File: config.mk
export PLATFORM = sky130hd
export DESIGN_NAME = dsacc_top
export DESIGN_NICKNAME = d
export VERILOG_FILES = /design/src/dsacc_pkg.sv /design/src/dsacc_conv_seq.sv /design/src/dsacc_top.sv
export SDC_FILE = /design/constraint.sdc
export NUM_CORES = 1
export LEC_CHECK = 0
export ABC_AREA = 1
export ABC_CLOCK_PERIOD_IN_PS = 1200
export BUFFER_PORTS_ARGS = -buffer_cell sky130_fd_sc_hd__clkbuf_2
export CAP_MARGIN = 20
export CORE_MARGIN = 5
export CORE_UTILIZATION = 30
export DETAILED_ROUTE_END_ITERATION = 8
export PLACE_DENSITY_LB_ADDON = 0.15
export SKIP_CTS_REPAIR_TIMING = 1
export SYNTH_ARGS = -nofsm -noshare
export SYNTH_HDL_FRONTEND = slang
export SYNTH_SLANG_ARGS = --single-unit
File: constraint.sdc
create_clock -name core_clk -period 1.2 [get_ports core_clk]
set_input_delay 0.18 -clock core_clk [delete_from_list [all_inputs] [get_ports core_clk]]
set_output_delay 0.18 -clock core_clk [all_outputs]
set_load 0.05 [all_outputs]
File: src/dsacc_pkg.sv
// package: constants and types of the dual converter control block
`default_nettype none
package dsacc_pkg;
  localparam int unsigned CFG_W = 12;
  localparam logic [11:0] CFG_RESET = 12'h000;
  localparam int unsigned CH_HI = 11;
  localparam int unsigned CH_LO = 10;
  localparam int unsigned UPD_HI = 9;
  localparam int unsigned UPD_LO = 8;
  localparam int unsigned DEEP_BIT = 7;
  localparam int unsigned NAP_BIT = 6;
  localparam int unsigned AUTO_NAP_BIT = 5;
  localparam int unsigned REF_OFF_BIT = 4;
  localparam int unsigned CMD_HI = 2;
  localparam int unsigned CMD_LO = 0;
  localparam logic [1:0] UPD_ENABLED = 2'h1;
  localparam logic [2:0] CMD_DAC_WRITE = 3'h1;
  localparam logic [2:0] CMD_DAC_READ = 3'h3;
  localparam logic [2:0] CMD_SEQ_WRITE = 3'h4;
  localparam logic [2:0] CMD_SW_RESET = 3'h5;
  localparam logic [2:0] CMD_SEQ_READ = 3'h6;
  localparam int unsigned DAC_W = 10;
  localparam logic [9:0] DAC_RESET = 10'h3ff;
  localparam logic [11:0] SEQ_RESET = 12'h000;
  localparam int unsigned CONV_CYCLES = 12;
  localparam int unsigned PRECHARGE_CYCLES = 1;
  localparam int unsigned MIN_SAMPLE_CYCLES = 2;
  localparam int unsigned TOTAL_MIN_CYCLES = 16;
  localparam int unsigned CLK_PERIOD_PS = 10000;
  localparam int unsigned TRIG_SETUP_PS = 10000;
  localparam int unsigned TRIG_SETUP_CYCLES =
    (TRIG_SETUP_PS + CLK_PERIOD_PS - 1) / CLK_PERIOD_PS;
  localparam int unsigned ACQ_TYP_PS = 62500;
  localparam int unsigned ACQ_TYP_CYCLES =
    (ACQ_TYP_PS / CLK_PERIOD_PS) < 1 ? 1 : ACQ_TYP_PS / CLK_PERIOD_PS;

  typedef enum logic [2:0] {
    DSACC_ACQ = 3'b001,
    DSACC_CONV = 3'b010,
    DSACC_PRECHG = 3'b100
  } dsacc_phase_e;

  typedef enum logic [1:0] {
    DSACC_NEXT_NONE = 2'h0,
    DSACC_NEXT_DAC = 2'h1,
    DSACC_NEXT_SEQ = 2'h2
  } dsacc_pend_e;

  typedef struct packed {
    logic [1:0] channel;
    logic [1:0] update_enable_bits;
    logic deep_sleep_bit;
    logic nap_bit;
    logic auto_nap_bit;
    logic reference_off_bit;
    logic unused_bit;
    logic [2:0] command_select_bits;
  } dsacc_cfg_s;

  typedef struct packed {
    logic deep;
    logic nap;
    logic auto_nap;
    logic ref_off;
  } dsacc_power_s;

  typedef struct packed {
    logic [3:0] pos_sel;
    logic [3:0] neg_sel;
  } dsacc_mux_s;

  // mux code -> one-hot of pair0_pos, pair0_neg, pair1_pos, pair1_neg
  function automatic dsacc_mux_s dsacc_mux_decode(input logic [1:0] ch);
    dsacc_mux_s m;
    m = '0;
    case (ch)
      2'h0: begin
        m.pos_sel = 4'h1;
        m.neg_sel = 4'h2;
      end
      2'h1: begin
        m.pos_sel = 4'h8;
        m.neg_sel = 4'h2;
      end
      2'h2: begin
        m.pos_sel = 4'h4;
        m.neg_sel = 4'h2;
      end
      default: begin
        m.pos_sel = 4'h4;
        m.neg_sel = 4'h8;
      end
    endcase
    return m;
  endfunction
endpackage
`default_nettype wire

File: src/dsacc_conv_seq.sv
// conversion timing: acquisition, conversion and pre-charge phases
`default_nettype none
module dsacc_conv_seq
  import dsacc_pkg::*;
#(
  parameter int unsigned CONV_LEN = CONV_CYCLES
) (
  input wire logic core_clk,
  input wire logic resetn,
  input wire logic trig_fall,
  output logic busy,
  output logic hold,
  output logic precharge,
  output logic result_strobe
);
  // the phase counter is eight bits wide
  if (CONV_LEN < 1 || CONV_LEN > 255) begin : g_len_check
    $error("conversion length out of range");
  end

  dsacc_phase_e phase;
  logic [7:0] cnt;

  always_ff @(posedge core_clk) begin
    if (!resetn) begin
      phase <= DSACC_ACQ;
      cnt <= 8'h00;
    end else begin
      case (phase)
        DSACC_ACQ: begin
          if (trig_fall) begin
            phase <= DSACC_CONV;
            cnt <= 8'h00;
          end
        end
        DSACC_CONV: begin
          if (cnt == 8'(CONV_LEN - 1)) begin
            phase <= DSACC_PRECHG;
          end else begin
            cnt <= cnt + 8'h01;
          end
        end
        DSACC_PRECHG: begin
          phase <= DSACC_ACQ;
        end
        default: begin
          phase <= DSACC_ACQ;
        end
      endcase
    end
  end

  assign busy = (phase == DSACC_CONV);
  assign hold = (phase != DSACC_ACQ);
  assign precharge = (phase == DSACC_PRECHG);
  assign result_strobe = (phase == DSACC_CONV) &&
    (cnt == 8'(CONV_LEN - 1));
endmodule // dsacc_conv_seq
`default_nettype wire

File: src/dsacc_top.sv
// dual converter control: configuration register and conversion control
`default_nettype none
module dsacc_top
  import dsacc_pkg::*;
#(
  parameter int unsigned RES_W = 12
) (
  input wire logic core_clk,
  input wire logic resetn,
  input wire logic conversion_trigger,
  input wire logic write_strobe,
  input wire logic [11:0] parallel_data_bus,
  input wire logic [RES_W-1:0] result_a_raw,
  input wire logic [RES_W-1:0] result_b_raw,
  output logic busy,
  output logic sample_hold,
  output logic precharge,
  output dsacc_mux_s mux_route,
  output dsacc_power_s power_mode,
  output logic [DAC_W-1:0] reference_dac_code,
  output logic [11:0] sequencer_setting,
  output logic dac_read_pending,
  output logic seq_read_pending,
  output logic [RES_W-1:0] result_a,
  output logic [RES_W-1:0] result_b
);
  if (RES_W != 12) begin : g_res_check
    $error("result width must be 12");
  end

  ////////////////////////////////////////////////////////////////////////
  // pin synchronisers and edge detection
  logic [1:0] trig_sync;
  logic trig_last;
  logic [1:0] wr_sync;
  logic wr_last;
  logic [11:0] bus_s1;
  logic [11:0] bus_s2;
  logic [11:0] bus_hold;

  always_ff @(posedge core_clk) begin
    if (!resetn) begin
      trig_sync <= 2'h3;
      trig_last <= 1'b1;
      wr_sync <= 2'h0;
      wr_last <= 1'b0;
    end else begin
      trig_sync <= {trig_sync[0], conversion_trigger};
      trig_last <= trig_sync[1];
      wr_sync <= {wr_sync[0], write_strobe};
      wr_last <= wr_sync[1];
    end
  end

  always_ff @(posedge core_clk) begin
    if (!resetn) begin
      bus_s1 <= 12'h000;
      bus_s2 <= 12'h000;
      bus_hold <= 12'h000;
    end else begin
      bus_s1 <= parallel_data_bus;
      bus_s2 <= bus_s1;
      bus_hold <= bus_s2;
    end
  end

  logic trig_fall;
  logic wr_rise;
  assign trig_fall = trig_last && !trig_sync[1];
  // data held steady around the strobe; bus_hold has one more stage than wr_sync, so the sample is taken one cycle before its edge
  assign wr_rise = wr_sync[1] && !wr_last;

  ////////////////////////////////////////////////////////////////////////
  // configuration register and two-access commands
  dsacc_cfg_s cfg;
  dsacc_cfg_s incoming;
  dsacc_pend_e pending;
  logic cfg_write;
  logic sw_reset;

  assign incoming = dsacc_cfg_s'(bus_hold);
  // second access of a reference or sequencer write carries data only
  assign cfg_write = wr_rise && (pending == DSACC_NEXT_NONE);
  assign sw_reset = cfg_write &&
    incoming.update_enable_bits == UPD_ENABLED &&
    incoming.command_select_bits == CMD_SW_RESET;

  always_ff @(posedge core_clk) begin
    if (!resetn || sw_reset) begin
      cfg <= dsacc_cfg_s'(CFG_RESET);
    end else if (cfg_write) begin
      cfg <= incoming;
    end
  end

  always_ff @(posedge core_clk) begin
    if (!resetn || sw_reset) begin
      pending <= DSACC_NEXT_NONE;
    end else if (wr_rise) begin
      if (pending != DSACC_NEXT_NONE) begin
        pending <= DSACC_NEXT_NONE;
      end else if (incoming.update_enable_bits == UPD_ENABLED) begin
        case (incoming.command_select_bits)
          CMD_DAC_WRITE: pending <= DSACC_NEXT_DAC;
          CMD_SEQ_WRITE: pending <= DSACC_NEXT_SEQ;
          default: pending <= DSACC_NEXT_NONE;
        endcase
      end
    end
  end

  always_ff @(posedge core_clk) begin
    if (!resetn || sw_reset) begin
      reference_dac_code <= DAC_RESET;
      sequencer_setting <= SEQ_RESET;
    end else if (wr_rise) begin
      if (pending == DSACC_NEXT_DAC) begin
        reference_dac_code <= bus_hold[DAC_W-1:0];
      end
      if (pending == DSACC_NEXT_SEQ) begin
        sequencer_setting <= bus_hold;
      end
    end
  end

  always_ff @(posedge core_clk) begin
    if (!resetn || sw_reset) begin
      dac_read_pending <= 1'b0;
      seq_read_pending <= 1'b0;
    end else if (cfg_write) begin
      dac_read_pending <= incoming.update_enable_bits == UPD_ENABLED &&
        incoming.command_select_bits == CMD_DAC_READ;
      seq_read_pending <= incoming.update_enable_bits == UPD_ENABLED &&
        incoming.command_select_bits == CMD_SEQ_READ;
    end
  end

  ////////////////////////////////////////////////////////////////////////
  // power and multiplexer outputs
  always_ff @(posedge core_clk) begin
    if (!resetn) begin
      power_mode <= '0;
      mux_route <= dsacc_mux_decode(2'h0);
    end else begin
      power_mode.deep <= cfg.deep_sleep_bit;
      power_mode.nap <= cfg.nap_bit;
      power_mode.auto_nap <= cfg.auto_nap_bit;
      power_mode.ref_off <= cfg.reference_off_bit;
      mux_route <= dsacc_mux_decode(cfg.channel);
    end
  end

  ////////////////////////////////////////////////////////////////////////
  // conversion sequencing and result capture
  logic result_strobe;

  dsacc_conv_seq #(
    .CONV_LEN(CONV_CYCLES)
  ) u_conv (
    .core_clk(core_clk),
    .resetn(resetn),
    .trig_fall(trig_fall),
    .busy(busy),
    .hold(sample_hold),
    .precharge(precharge),
    .result_strobe(result_strobe)
  );

  always_ff @(posedge core_clk) begin
    if (!resetn) begin
      result_a <= '0;
      result_b <= '0;
    end else if (result_strobe) begin
      result_a <= result_a_raw;
      result_b <= result_b_raw;
    end
  end
endmodule // dsacc_top
`default_nettype wire

Yosys cells after proc, flatten, opt, wreduce, memory -nomap -nowiden --
Index checks and enable logic that the tools add are counted. Widths: inputs -> output; s select.
Word-level totals: flip-flop bits (word level) 121, output and inout bits 63
Cells by class: add/sub/neg operators 1, equality and inequality tests 18, mux-type cells 10, reductions and logical operators 22
Operators by type and width (number):
- $pmux 8 s3 | 1
- $mux 8 | 2
- $pmux 8 s2 | 1
- $eq 3x3->1 const B | 4
- $add 8x1->8 const B | 1
- $eq 8x4->1 const B | 1
- $logic_and 1x1->1 | 8
- $reduce_and 2->1 | 4
- $eq 2x1->1 const B | 3
- $eq 3x1->1 const B | 2
- $eq 3x2->1 const B | 2
- $mux 3 | 2
- $pmux 3 s2 | 1
- $reduce_bool 2->1 | 3
- $eq 2x2->1 const B | 2
- $logic_not 2->1 | 2
- $mux 2 | 2
- $ne 2x2->1 const B | 2
- $pmux 2 s2 | 1
- $logic_not 1->1 | 3
- $ne 3x1->1 const B | 1
- $reduce_and 3->1 | 1
- $ne 2x1->1 const B | 1
- $logic_or 1x1->1 | 1

Logic depth before layout (Yosys ltp) --
depth in word-level cells 6, mapped depth 8

Cells and area by module --
Synthesis repeated with hierarchy kept, for this count alone.
Second synthesis, totals: cell total of the unflattened synthesis 573, area total of the unflattened synthesis 4361.7 um^2
Modules (own cells, without submodules):
- dsacc_top | times used 1, area an instance 3707.3 um^2, cells an instance 476, sequential area each 2142.1 um^2
- dsacc_conv_seq | times used 1, area an instance 654.4 um^2, cells an instance 97, sequential area each 220.2 um^2

Worst setup path after synthesis --
OpenSTA, ideal clock, no wires.
path kind reg-to-output, start reg u_conv.phase[2], end out precharge, path slack -0.376 ns, stages on the path, launching flop included 3, data arrival time 1.396 ns, cells stage by stage dfxtp_1 -> inv_2 -> nor3_1
Between the ends: cells in the longest elaborated chain, start to end 1
RTL lines:
- start: declaration | line dsacc_conv_seq.sv:21 | dsacc_phase_e phase;
- start signal: assignment | line dsacc_conv_seq.sv:26 | phase <= DSACC_ACQ;
- start signal: assignment | line dsacc_conv_seq.sv:32 | phase <= DSACC_CONV;
- start signal: assignment | line dsacc_conv_seq.sv:38 | phase <= DSACC_PRECHG;
- $eq 3x3->1 | line dsacc_conv_seq.sv:55 | assign precharge = (phase == DSACC_PRECHG);
- end: declaration | line dsacc_top.sv:17 | output logic precharge,
No other way between the ends.

Worst setup path after layout --
start reg u_conv.phase[0], end out sample_hold
Between the ends: cells in the longest elaborated chain, start to end 1
RTL lines:
- $ne 3x1->1 | line dsacc_conv_seq.sv:54 | assign hold = (phase != DSACC_ACQ);
- end: declaration | line dsacc_top.sv:16 | output logic sample_hold,
No other way between the ends.

==> reports/results.txt <==
outcome = finished, violations left
failing checks = hold timing, setup timing
CP arrival = 1.31 ns
worst-case reg-to-reg path depth = 7
Final TNS setup = -5.829 ns
Hold Path Depth = 3
r2r setup slk = -0.19 ns
DRC = 0
Synth cell types = 29
worst vdd ir = 939.6 uV
Core Box Area = 13240 sq um
Final Worst Setup Slack = -0.2855 ns
XOR/XNOR Fraction of Synth Area = 0.2154%
Area Overhead vs Synth = 62.52%
Yosys reg bits = 118
R2R Path Start = u_conv.cnt[1]
mux share of post-synthesis cell area = 1.231%
Power Dens Cells = 1529 nW/um^2
post-route cell area = 6609 sq um
HP Class = in -> reg
Setup CP Type = reg -> out
Clock Path Buffers = 2
Pins Over Slew Limit = 0
Ant. Diodes = 0
Clk Latency, worst-skew pair = 0.41 ns
Hold Worst Slack = -0.02543 ns
commonest non-fill, non-tap cells in the layout = 108 x dfxtp_1, 93 x nand2_1, 55 x buf_4, 54 x inv_1, 51 x nor2_1
fmax = 0.6732 GHz
H-tree levels = 4
initial antenna violation count = 0
multi-input logic area = 1772 sq um
LEAKAGE = 3.118 nW
number of synthesized flops with an enable pin = 0
Vias = 3645
Post-DP Area = 5141 sq um
Non-Filler Instances = 855
routed len/inst = 12.22 um
Synth Area per Inst = 8.198 sq um
IO Count = 103
Layout fillers = 1313
share of layout cells above drive strength 1 = 43.89%
Die ar. = 15980 sq um
DRT Wirelength = 10450 um
TritonCTS clock tree = done
part of the cycle the worst path needs = 123.8%
# nets final = 709
Placement Rows = 42
CTS Sinks = 118
Reg-to-Reg End = result_a[8]
share of synthesized registers carrying an async set or reset = 0%
Routability Congestion = 0.7887
# placed instances = 796
crit end category = output pin
synth warn = 0
Sequential Area = 2377 sq um
final setup vio count = 64
Port-buffer cells = 99
Hold EP = bus_s1[11]
post-synthesis compound-gate area fraction = 9.323%
DP HPWL = 6933 um
largest family of logic cells by synthesized area = simple AND/OR/NAND/NOR gates
Die H = 126.4 um
pre-CTS setup slack = -0.2050 ns
predominant post-synthesis flop cell = dfxtp_1
Initial Utilization = 30.71%
Synth Area in Simple Gates = 22.09%
First-pass DRT Iterations = 4
vias in the first global route = 3427
RSZ-0062 raised after global routing = true
CTS clk-pin slew, worst paths = 0.05 ns
crit path max fanout = 3
clock skew = 0.009165 ns
Gate Count Post-Synth = 496
CP required = 1.02 ns
startpoint type of the worst setup path = flop
Vias/cell = 4.263
register area share after synthesis = 58.09%
initial drt markers = 104
Adder-Cell Fraction of Synth Area = 0.3077%
global-route wire length before repair = 15680 um
Max Cap Violations = 0
Die W = 126.4 um
most common cell after layout, fill and taps aside = dfxtp_1
antenna-violating nets left = 0
min-delay src = parallel_data_bus[11]
largest net degree at the start of global routing = 42
clock root cell = clkbuf_16
minimum clock period = 1.485 ns
Cell Area, Synth = 4066 sq um
GR Overflow Total = 0
CTS buffer count = 17
gr usage total = 12.26%
Hold Fails Final Rpt = 1
==> cells by family (layout without fill, tap and decap cells) <==
logic type,Yosys count,after routing
DFF,118,118
muxes,5,5
AOI/OAI and AO/OA,69,69
adders and majority gates,1,1
other,1,3
buffers and inverters,87,266
and+or+nand+nor,214,216
xor gates and xnor gates,1,1
==> flip-flops by register name, indices dropped and copies added (netlist names) <==
signal and count:
mux_route 5, power_mode 4, seq_read_pending 1, trig_last 1, wr_last 1, sequencer_setting 12, result_a 12, cfg 6
bus_s2 12, bus_hold 12, bus_s1 12, trig_sync 2, dac_read_pending 1, pending 2, reference_dac_code 10, u_conv.phase 3
u_conv.cnt 8, wr_sync 2, result_b 12
==> Yosys cell counts, drive strengths merged, types with 2 or more instances <==
| cell type | n | area (sq um) |
|---|---|---|
| inv | 64 | 240.2 |
| dfxtp | 118 | 2362 |
| a21oi | 30 | 150.1 |
| nor3 | 2 | 10.01 |
| buf | 10 | 62.56 |
| o211ai | 6 | 45.04 |
| clkbuf | 12 | 45.04 |
| o21ai | 29 | 156.4 |
| mux2i | 5 | 50.05 |
| nor2 | 67 | 259.0 |
| nand3 | 15 | 85.08 |
| a31oi | 2 | 12.51 |
| or2 | 4 | 25.02 |
| nand2 | 111 | 424.2 |
| nand4 | 14 | 87.58 |
==> report_power, final <==
group	switching (mW)	total (mW)	internal [mW]
Combinational	0.545	1.01	0.468
Sequential	0.0627	4.09	4.02
Clock	1.67	5.00	3.33
Total	2.28	10.1	7.83
==> worst max-delay path, cell delays in order, from the launching register on <==
cell,delay (ns)
dfxtp_2,0.35
inv_4,0.05
nor2_4,0.10
buf_6,0.10
nand2_4,0.05
buf_6,0.11
buf_8,0.14
==> worst max path at each step <==
stage / from / to / slack [ns] / depth (start not counted)
global route: u_conv.phase[0] / sample_hold / -0.36 / 6
floorplan: u_conv.phase[2] / u_conv.cnt[3] / -0.01 / 8
global placement: u_conv.cnt[1] / result_b[1] / -0.15 / 7
detailed placement: u_conv.cnt[1] / result_b[1] / -0.21 / 7
finish: u_conv.phase[0] / sample_hold / -0.29 / 6
CTS: u_conv.phase[0] / sample_hold / -0.44 / 6
==> per-layer routing <==
layer  part of all wire, %  wire length (um)  track usage, %
met5                     0                 0               0
met3                   5.4               568           4.119
met1                    44              4547           14.71
met4                   2.0               208           6.435
met2                    49              5122           19.46
==> area by class of cell <==
type                            count  area share (%)
Sequential cell                   118           35.97
Multi-Input combinational cell    295           26.81
Timing Repair Buffer              171           20.88
Clock buffer                       21           6.967
Inverter                           65           4.108
Tap cell                          176           3.332
Clock inverter                      9           1.931
==> metrics by stage <==
step	utilization, %	hold WS, ns	power [mW]
after global placement	38.82	0.3647	4.863
after global routing	49.91	0.001958	10.53
after CTS	43.26	-0.06897	9.914
after floorplan	-	0.2776	4.559
final	49.91	-0.02543	10.11
after detailed placement	38.82	0.3651	4.869
Power figures use the tool's default switching activity.
